==> config.mk <==
export PLATFORM = sky130hd
export DESIGN_NAME = reset_timeout_sequencer
export DESIGN_NICKNAME = d
export VERILOG_FILES = /design/src/reset_seq_pkg.sv /design/src/reset_timeout_sequencer.sv
export SDC_FILE = /design/constraint.sdc
export NUM_CORES = 1
export LEC_CHECK = 0
export BUFFER_PORTS_ARGS = -buffer_cell sky130_fd_sc_hd__buf_4
export CORE_ASPECT_RATIO = 0.9
export CORE_UTILIZATION = 45
export CTS_CLUSTER_SIZE = 25
export DETAILED_ROUTE_END_ITERATION = 10
export GPL_TIMING_DRIVEN = 0
export HOLD_SLACK_MARGIN = 0.1
export PLACE_DENSITY = 0.68
export SLEW_MARGIN = 10
export SYNTH_ARGS = -nofsm -noshare
export SYNTH_HDL_FRONTEND = slang
export SYNTH_SLANG_ARGS = --single-unit
export TNS_END_PERCENT = 5
==> constraint.sdc <==
create_clock -name clk_sys -period 2 [get_ports clk_sys]
set_input_delay 0.1 -clock clk_sys [delete_from_list [all_inputs] [get_ports clk_sys]]
set_output_delay 0.1 -clock clk_sys [all_outputs]
set_load 0.005 [all_outputs]
==> src/reset_seq_pkg.sv <==
// Constants, register map and types of the reset time-out sequencer
`default_nettype none
package reset_seq_pkg;

  // ==========================================================
  // Clock and time figures
  localparam int unsigned CLK_PERIOD_NS = 100;
  localparam int unsigned POWERUP_DELAY_TIME_MS = 72;
  localparam int unsigned LPO_FREQ_HZ = 31250;
  localparam int unsigned POWERUP_DELAY_TICKS =
    (POWERUP_DELAY_TIME_MS * LPO_FREQ_HZ + 999) / 1000;
  localparam int unsigned BROWNOUT_MIN_DURATION_NS = 100;
  localparam int unsigned BOD_CYC_RAW =
    (BROWNOUT_MIN_DURATION_NS + CLK_PERIOD_NS - 1) / CLK_PERIOD_NS;
  localparam logic [7:0] BROWNOUT_MIN_CYCLES =
    8'((BOD_CYC_RAW < 1) ? 1 : BOD_CYC_RAW);
  localparam int unsigned OSC_STARTUP_CYCLES = 1024;
  localparam logic [10:0] OST_LAST = 11'(OSC_STARTUP_CYCLES - 1);

  // ==========================================================
  // Register offsets
  localparam logic [7:0] ADDR_CORE_STATUS_FLAGS = 8'h03;
  localparam logic [7:0] ADDR_POWER_RESET_CAUSE = 8'h8E;
  localparam logic [7:0] ADDR_EVENT_STATUS = 8'h40;
  localparam logic [7:0] ADDR_EVENT_CLEAR = 8'h41;
  localparam logic [7:0] ADDR_EVENT_ENABLE = 8'h42;

  // ==========================================================
  // Field positions
  localparam int unsigned ST_TIMEOUT = 4;
  localparam int unsigned ST_POWERDOWN = 3;
  localparam int unsigned PC_POR = 1;
  localparam int unsigned PC_BROWNOUT = 0;
  localparam int unsigned EV_POR = 0;
  localparam int unsigned EV_BROWNOUT = 1;
  localparam int unsigned EV_WATCHDOG = 2;
  localparam int unsigned EV_EXTRESET = 3;
  localparam int unsigned EV_WAKE = 4;
  localparam int unsigned EV_RELEASE = 5;
  localparam int unsigned EV_COUNT = 6;

  // ==========================================================
  // Reset values and vectors
  localparam logic [7:0] STATUS_RESET = 8'h18;
  localparam logic [1:0] POWER_RESET_CAUSE_RESET = 2'h0;
  localparam logic [12:0] RESET_VECTOR = 13'h0000;
  localparam logic [12:0] IRQ_VECTOR = 13'h0004;

  // ==========================================================
  // Oscillator modes
  localparam logic [2:0] LOWPOWER_CRYSTAL_MODE = 3'h0;
  localparam logic [2:0] STANDARD_CRYSTAL_MODE = 3'h1;
  localparam logic [2:0] HIGHSPEED_CRYSTAL_MODE = 3'h2;
  localparam logic [2:0] EXTERNAL_CLOCK_MODE = 3'h3;
  localparam logic [2:0] INTERNAL_OSC_MODE = 3'h4;
  localparam logic [2:0] RC_OSC_MODE = 3'h6;

  typedef enum logic [2:0] {
    S_HOLD, S_POWERUP_DELAY_TIMER, S_OST, S_DONE, S_RUN, S_SLEEP
  } seq_state_t;

  typedef enum logic [1:0] {
    C_POR, C_BOD, C_WAKE, C_OTHER
  } cause_t;

endpackage
`default_nettype wire

==> src/reset_timeout_sequencer.sv <==
// Reset sources, start-up delays, reset-cause flags and restart vector
`timescale 1ns/1ps
`default_nettype none
module reset_timeout_sequencer
#(
  parameter int unsigned POWERUP_DELAY_TIMER_TICKS = reset_seq_pkg::POWERUP_DELAY_TICKS
)
(
  input wire logic clk_sys,
  input wire logic rst_n,
  input wire logic por_active,
  input wire logic supply_good_level,
  input wire logic supply_below_trip,
  input wire logic external_reset_pin_n,
  input wire logic oscillator_input_pin,
  input wire logic lpo_clk_in,
  input wire logic brownout_detector_on,
  input wire logic powerup_delay_disable,
  input wire logic [2:0] osc_mode,
  input wire logic wdt_timeout,
  input wire logic sleep_enter,
  input wire logic wake_irq,
  input wire logic global_irq_enable,
  input wire logic [7:0] reg_addr,
  input wire logic [7:0] reg_wdata,
  input wire logic reg_we,
  input wire logic reg_re,
  output logic [7:0] reg_rdata,
  output logic core_reset_n,
  output logic core_sleeping,
  output logic pc_load_valid,
  output logic pc_resume,
  output logic [12:0] pc_vector,
  output logic irq
);
  import reset_seq_pkg::*;

  // ==========================================================
  // Input synchronisers
  localparam int unsigned NSYNC = 6;
  logic [NSYNC-1:0] async_in;
  logic [NSYNC-1:0] sync1_q;
  logic [NSYNC-1:0] sync2_q;
  assign async_in = {lpo_clk_in, oscillator_input_pin, external_reset_pin_n,
                     supply_below_trip, supply_good_level, por_active};

  always_ff @(posedge clk_sys or negedge rst_n)
  begin
    if (!rst_n)
    begin
      sync1_q <= '0;
      sync2_q <= '0;
    end
    else
    begin
      sync1_q <= async_in;
      sync2_q <= sync1_q;
    end
  end

  wire por_s = sync2_q[0];
  wire supply_good_s = sync2_q[1];
  wire below_s = sync2_q[2];
  wire ext_pin_s = sync2_q[3];
  wire osc_s = sync2_q[4];
  wire lpo_s = sync2_q[5];

  logic osc_prev_q;
  logic lpo_prev_q;
  always_ff @(posedge clk_sys or negedge rst_n)
  begin
    if (!rst_n)
    begin
      osc_prev_q <= 1'b0;
      lpo_prev_q <= 1'b0;
    end
    else
    begin
      osc_prev_q <= osc_s;
      lpo_prev_q <= lpo_s;
    end
  end
  wire osc_rise = osc_s & ~osc_prev_q;
  wire lpo_rise = lpo_s & ~lpo_prev_q;

  // ==========================================================
  // Brown-out filter
  logic [7:0] bod_cnt_q;
  logic [7:0] bod_cnt_d;
  wire bod_low = brownout_detector_on & below_s;
  wire bod_trip = bod_low & (bod_cnt_q == BROWNOUT_MIN_CYCLES);
  assign bod_cnt_d = !bod_low ? 8'h00 :
                     bod_trip ? bod_cnt_q : bod_cnt_q + 8'h01;
  always_ff @(posedge clk_sys or negedge rst_n)
  begin
    if (!rst_n)
      bod_cnt_q <= 8'h00;
    else
      bod_cnt_q <= bod_cnt_d;
  end

  // ==========================================================
  // Sequencer
  seq_state_t state_q;
  seq_state_t state_d;
  cause_t cause_q;
  cause_t cause_d;
  logic [15:0] powerup_delay_timer_cnt_q;
  logic [10:0] ost_cnt_q;
  logic wake_branch_q;

  wire hard_src = por_s | bod_trip | ~supply_good_s;
  wire xtal_mode = (osc_mode == LOWPOWER_CRYSTAL_MODE) |
                   (osc_mode == STANDARD_CRYSTAL_MODE) |
                   (osc_mode == HIGHSPEED_CRYSTAL_MODE);
  wire power_cause = (cause_q == C_POR) | (cause_q == C_BOD);
  wire powerup_delay_timer_go = ~powerup_delay_disable & power_cause;
  wire ost_go = xtal_mode &
                ((cause_q == C_POR) | (cause_q == C_WAKE));
  wire powerup_delay_timer_done = (state_q == S_POWERUP_DELAY_TIMER) & lpo_rise &
                   (powerup_delay_timer_cnt_q == 16'(POWERUP_DELAY_TIMER_TICKS - 1));
  wire ost_done = (state_q == S_OST) & osc_rise &
                  (ost_cnt_q == OST_LAST);
  wire in_run = (state_q == S_RUN) & ~hard_src;
  wire in_sleep = (state_q == S_SLEEP) & ~hard_src;
  wire ev_external_reset_pin_n_run = in_run & ~ext_pin_s;
  wire ev_external_reset_pin_n_sleep = in_sleep & ~ext_pin_s;
  wire ev_wdt_rst = in_run & ext_pin_s & wdt_timeout;
  wire ev_wdt_wake = in_sleep & ext_pin_s & wdt_timeout;
  wire ev_irq_wake = in_sleep & ext_pin_s & ~wdt_timeout & wake_irq;
  wire ev_sleep = in_run & ext_pin_s & ~wdt_timeout & sleep_enter;
  wire ev_bod = bod_trip & ~por_s;
  wire ev_release = (state_q == S_DONE) & ext_pin_s & ~hard_src;

  always_comb
  begin
    state_d = state_q;
    cause_d = cause_q;
    if (por_s)
    begin
      state_d = S_HOLD;
      cause_d = C_POR;
    end
    else if (hard_src)
    begin
      state_d = S_HOLD;
      if (cause_q != C_POR)
        cause_d = C_BOD;
    end
    else
    begin
      case (state_q)
        S_HOLD:
        begin
          if (powerup_delay_timer_go)
            state_d = S_POWERUP_DELAY_TIMER;
          else if (ost_go)
            state_d = S_OST;
          else
            state_d = S_DONE;
        end
        S_POWERUP_DELAY_TIMER:
        begin
          if (powerup_delay_timer_done)
            state_d = ost_go ? S_OST : S_DONE;
        end
        S_OST:
        begin
          if (ost_done)
            state_d = S_DONE;
        end
        S_DONE:
        begin
          if (ext_pin_s)
            state_d = S_RUN;
        end
        S_RUN:
        begin
          if (ev_external_reset_pin_n_run | ev_wdt_rst)
          begin
            state_d = S_DONE;
            cause_d = C_OTHER;
          end
          else if (ev_sleep)
            state_d = S_SLEEP;
        end
        S_SLEEP:
        begin
          if (ev_external_reset_pin_n_sleep)
          begin
            state_d = S_DONE;
            cause_d = C_OTHER;
          end
          else if (ev_wdt_wake | ev_irq_wake)
          begin
            state_d = xtal_mode ? S_OST : S_DONE;
            cause_d = C_WAKE;
          end
        end
        default:
          state_d = S_HOLD;
      endcase
    end
  end

  always_ff @(posedge clk_sys or negedge rst_n)
  begin
    if (!rst_n)
    begin
      state_q <= S_HOLD;
      cause_q <= C_POR;
    end
    else
    begin
      state_q <= state_d;
      cause_q <= cause_d;
    end
  end

  // Delay counters, cleared whenever their state is left
  always_ff @(posedge clk_sys or negedge rst_n)
  begin
    if (!rst_n)
    begin
      powerup_delay_timer_cnt_q <= 16'h0000;
      ost_cnt_q <= 11'h000;
    end
    else
    begin
      if (state_d != S_POWERUP_DELAY_TIMER || state_q != S_POWERUP_DELAY_TIMER)
        powerup_delay_timer_cnt_q <= 16'h0000;
      else if (lpo_rise)
        powerup_delay_timer_cnt_q <= powerup_delay_timer_cnt_q + 16'h0001;
      if (state_d != S_OST || state_q != S_OST)
        ost_cnt_q <= 11'h000;
      else if (osc_rise)
        ost_cnt_q <= ost_cnt_q + 11'h001;
    end
  end

  // ==========================================================
  // Register writes and reset-cause flags
  logic [7:0] status_q;
  logic [1:0] power_reset_cause_q;
  logic [EV_COUNT-1:0] ev_stat_q;
  logic [EV_COUNT-1:0] ev_en_q;
  logic [EV_COUNT-1:0] ev_set;

  wire wr_status = reg_we & (reg_addr == ADDR_CORE_STATUS_FLAGS);
  wire wr_power_reset_cause = reg_we & (reg_addr == ADDR_POWER_RESET_CAUSE);
  wire wr_clear = reg_we & (reg_addr == ADDR_EVENT_CLEAR);
  wire wr_enable = reg_we & (reg_addr == ADDR_EVENT_ENABLE);
  wire bank_clear = ev_external_reset_pin_n_run | ev_external_reset_pin_n_sleep | ev_wdt_rst;

  assign ev_set = {ev_release, ev_wdt_wake | ev_irq_wake,
                   ev_external_reset_pin_n_run | ev_external_reset_pin_n_sleep, ev_wdt_rst | ev_wdt_wake,
                   ev_bod, por_s};

  always_ff @(posedge clk_sys or negedge rst_n)
  begin
    if (!rst_n)
    begin
      status_q <= STATUS_RESET;
      power_reset_cause_q <= POWER_RESET_CAUSE_RESET;
    end
    else
    begin
      // Software first; hardware events below win in the same cycle
      if (wr_status)
      begin
        status_q[7:5] <= reg_wdata[7:5];
        status_q[2:0] <= reg_wdata[2:0];
      end
      if (wr_power_reset_cause)
        power_reset_cause_q <= reg_wdata[1:0];
      if (por_s | ev_bod)
      begin
        status_q[7:3] <= STATUS_RESET[7:3];
      end
      if (por_s)
        power_reset_cause_q[PC_POR] <= 1'b0;
      if (ev_bod)
      begin
        power_reset_cause_q[PC_POR] <= 1'b1;
        power_reset_cause_q[PC_BROWNOUT] <= 1'b0;
      end
      if (bank_clear)
        status_q[7:5] <= 3'h0;
      if (ev_wdt_rst)
        status_q[ST_TIMEOUT] <= 1'b0;
      if (ev_wdt_wake)
      begin
        status_q[ST_TIMEOUT] <= 1'b0;
        status_q[ST_POWERDOWN] <= 1'b0;
      end
      if (ev_external_reset_pin_n_sleep | ev_irq_wake)
      begin
        status_q[ST_TIMEOUT] <= 1'b1;
        status_q[ST_POWERDOWN] <= 1'b0;
      end
      if (ev_sleep)
      begin
        status_q[ST_TIMEOUT] <= 1'b1;
        status_q[ST_POWERDOWN] <= 1'b0;
      end
    end
  end

  // Event status: set wins over clear
  always_ff @(posedge clk_sys or negedge rst_n)
  begin
    if (!rst_n)
    begin
      ev_stat_q <= '0;
      ev_en_q <= '0;
      irq <= 1'b0;
    end
    else
    begin
      ev_stat_q <= (ev_stat_q &
                    ~(wr_clear ? reg_wdata[EV_COUNT-1:0] : '0)) | ev_set;
      if (wr_enable)
        ev_en_q <= reg_wdata[EV_COUNT-1:0];
      irq <= |(ev_stat_q & ev_en_q);
    end
  end

  // ==========================================================
  // Read port
  logic [7:0] rd_mux;
  assign rd_mux =
    (reg_addr == ADDR_CORE_STATUS_FLAGS) ? status_q :
    (reg_addr == ADDR_POWER_RESET_CAUSE) ? {6'h00, power_reset_cause_q} :
    (reg_addr == ADDR_EVENT_STATUS) ? {2'h0, ev_stat_q} :
    (reg_addr == ADDR_EVENT_ENABLE) ? {2'h0, ev_en_q} : 8'h00;

  always_ff @(posedge clk_sys or negedge rst_n)
  begin
    if (!rst_n)
      reg_rdata <= 8'h00;
    else
      reg_rdata <= reg_re ? rd_mux : 8'h00;
  end

  // ==========================================================
  // Core release and restart vector
  always_ff @(posedge clk_sys or negedge rst_n)
  begin
    if (!rst_n)
    begin
      core_reset_n <= 1'b0;
      core_sleeping <= 1'b0;
      pc_load_valid <= 1'b0;
      pc_resume <= 1'b0;
      pc_vector <= RESET_VECTOR;
      wake_branch_q <= 1'b0;
    end
    else
    begin
      core_reset_n <= (state_d == S_RUN) | (state_d == S_SLEEP);
      core_sleeping <= (state_d == S_SLEEP);
      if (ev_irq_wake)
        wake_branch_q <= global_irq_enable;
      else if (ev_wdt_wake | ev_external_reset_pin_n_sleep)
        wake_branch_q <= 1'b0;
      pc_load_valid <= ev_release;
      if (ev_release)
      begin
        pc_resume <= (cause_q == C_WAKE);
        pc_vector <= ((cause_q == C_WAKE) & wake_branch_q) ?
                     IRQ_VECTOR : RESET_VECTOR;
      end
    end
  end
endmodule // reset_timeout_sequencer
`default_nettype wire

==> impl_results.md <==
- GRT Total Usage: a little under a fifth
- Antenna violations before repair: 0
- Worst Skew: about 13 ps
- Starting Density: between 40% and 50%
- RD Place Congestion: ~0.80
- CTS Buffer Depth: 2
- Full die area: a little under 0.01 mm^2
- Diodes inserted: 0
- Clk sinks: around 90
- Syn. warnings: 0
- Root buffer cell: clkbuf_8
- Pins Over Slew Limit: 0
- Synth Instances: between 400 and 500
- Tcrit/Tclk final: 103%
- DIE WIDTH: about 100 um
- Synth Register Bits: 91
- RSZ-0062 raised after global routing: true
- Clock Latency Late Sink: about 350 ps
- DP Area: around 0.0048 mm^2
- Cell Pwr Density: 645 mW/mm^2
- Fillers: between 800 and 900
- Fin crit period: roughly 2000 ps
- Total number of vias: about 3200
- Post-DR vias/cell: slightly above 5
- IO Count: 61
- Post-Syn Area: roughly 0.0043 mm^2
- WP data arrival: around 2300 ps
- CP max-delay cell: a2111o_1
- Final Core Density: a little under three fifths
- P_leak: 2.32 nW
- Wirelength per Cell: about 14 um
- HPWL Detailed: approximately 6 mm
- CP max stage delay: 470 ps
- Nets: 536
- Row cnt: 33
- Fin area: 0.00521 mm^2
- Share of cells above drive strength 1: between 20% and 30%
- Fmax: 0.487 GHz
- DRT Pass-1 Iters: 4
- Failing checks: setup timing
- Maximum vdd ir drop: about 340 uV
- WP buf/inv: 1
- P&R area growth vs syn: 22.5%
- Final setup fails: 7
- Final setup margin: -52.9 ps
- Number of synthesized flops with an enable pin: 0
- IO buf count: 46
- Crit path max fanout: 7
- Residual DRC: 0
- Top delay family on crit path: simple AND/OR/NAND/NOR gates
- Distinct cells, synth: 52
- Area of the multi-input gates: 0.00188 mm^2
- Die Y: about 94 um
- Overflow after GRT: 0
- Crit path capture type: flip-flop
- WL met2: roughly 4.2 mm
- Largest net degree at the start of global routing: 92
- Global-route wire length before repair: between 10 and 15 mm
- Slew margin rel.: between 40% and 50%
- TritonCTS clock tree: done
- Register area: approximately 0.0023 mm^2
- Uppermost layer routed: met4
- Number of routed nets with antenna violations: 0
- Routed WL: ~8.6 mm
- Area of the core: 0.00913 mm^2
- Final Hold Vio Count: 0
- Sequential area share after synthesis: a little over half
- Syn Area/Cell: approximately 10 um^2
- Hold WC Path Type: in -> reg
- Cts bufs inserted: 9
- Status: finished, violations left
- Crit path launch type: flip-flop
- CP required: 2270 ps
- Post-Route M1 WL: just under 4 mm
- Top FF cell, synth: dfrtp_1
- Ys async rst share: 100%
- H-tree depth: 3
- Worst-path clk slew: 90 ps
- CP Cell Sequence: inv_1 > ha_1 > nor4b_4 > nand4_1 > mux2_2 > a2111o_1 > nor2_1
- Number of global-route vias before repair: 3131
- Setup WS pre-CTS: -255 ps
- Routed wl met3: approximately 360 um
- Max cap viols: 0
- Worst Path Class, Setup: reg -> reg
- Iteration-0 DRC Markers: ~160
- Worst slew pin tran: a little over 800 ps
## final timing paths
path                       cells after the start  slack, ps           end          from
max in group asynchronous                      2       1050  ost_cnt_q[3]         rst_n
min                                            4        110  core_reset_n   wdt_timeout
min reg2reg                                    0        350    sync2_q[1]    sync1_q[1]
max                                            7        -50  ost_cnt_q[3]  bod_cnt_q[1]
min in group asynchronous                      2        380  bod_cnt_q[3]         rst_n
max reg2reg                                    7        -50  ost_cnt_q[3]  bod_cnt_q[1]
## metal layers
metal  up-vias  track usage (%)
met5         -                0
met4         0             6.79
met3        10             3.54
met2        71             31.7
met1      1556             23.6
li1       1568                -
## tightest hold or removal path, cell delays in order
cell and delay, ps:
buf_4 100, a21oi_1 50, nand2_1 80, a21oi_1 80
## placed cells by master, fill, tap and decap left out, types with 13 or more instances in the layout
master         instances
nand3_1               18
dfrtp_1               89
xnor2_1               19
dlygate4sd3_1         18
nand2_1               33
buf_4                 63
nor2b_1               13
mux2_2                18
nor2_1                55
a21oi_1               17
## registers in the layout, summed over array words and instances (netlist names), 2 cells and up
| name | count |
|---|---|
| ost_cnt_q | 11 |
| ev_stat_q | 6 |
| reg_rdata | 8 |
| sync1_q | 6 |
| bod_cnt_q | 8 |
| sync2_q | 6 |
| powerup_delay_timer_cnt_q | 16 |
| state_q | 3 |
| status_q | 8 |
| ev_en_q | 6 |
| cause_q | 2 |
| power_reset_cause_q | 2 |
## kinds of logic after synthesis
group / count (synthesis) / share of synthesized area (%)
fa+ha+maj: 5 / 1.47
compound gates: 58 / 9.59
flops: 91 / 53.6
xor+xnor: 31 / 6.38
buf+inv: 31 / 3.94
simple gates: 169 / 19.7
mux: 20 / 5.24
other cells: 1 / 0.0882
## power breakdown
group          leakage, nW  internal (mW)  switching, mW
logic                 1.02          0.153          0.156
clock network       0.0841          0.556          0.586
registers             1.22           1.88         0.0274
total                 2.32           2.59          0.770
## metrics by stage
stage | hold WS (ps) | cells | total power, mW | setup TNS (ps)
2_1_floorplan | -196 | 417 | 2.08 | 0
3_3_place_gp | 209 | 585 | 2.21 | -3170
3_5_place_dp | 210 | 585 | 2.22 | -3240
4_1_cts | 110 | 620 | 3.40 | -318
5_1_grt | 125 | 620 | 3.51 | -2180
6_report | 114 | 620 | 3.36 | -331
## synthesized netlist by cell type (all sizes together), types with 2 or more instances
library cell   n  area (um^2)
a21o           5         37.5
dfstp          2         52.6
nand4          6         37.5
a21oi         17         85.1
nor4b          3         41.3
dfrtp         89         2230
and4           5         43.8
nor3          11         55.1
clkbuf         6         22.5
xnor2         19          166
a31oi          2         12.5
a22oi          8         60.1
nand2         34          128
xor2          12          105
ha             5         62.6
a211oi         3         22.5
nor4           4         25.0
nor2b         13         81.3
o21ai          4         20.0
nand3         19         95.1
a311o          2         20.0
inv            8         30.0
mux2i          2         20.0
nand2b         5         31.3
a21boi         3         22.5
nor2          56          210
mux2          18          203
and2           2         12.5
and3           6         37.5
buf           17          115
## repair_timing
item / 4_1_cts / 5_1_grt
endpoints found under the setup margin: 20 / 22
gates resized for setup: 5 / 5
hold buffers: 18 / 0
endpoints found under the hold margin: 124 / 0
pin swaps: 3 / 0
setup buffers: 4 / 0
## cell type report
class / instances / share of cell area [%]
multi-input cells: 295 / 36.0
clock buffers: 10 / 2.45
clock inverters: 3 / 0.816
plain buffers: 23 / 2.76
inverters: 8 / 0.576
well taps: 122 / 2.93
flip-flops and latches: 91 / 43.7
repair buffers: 68 / 10.7
(Power assumes the default switching activity.)
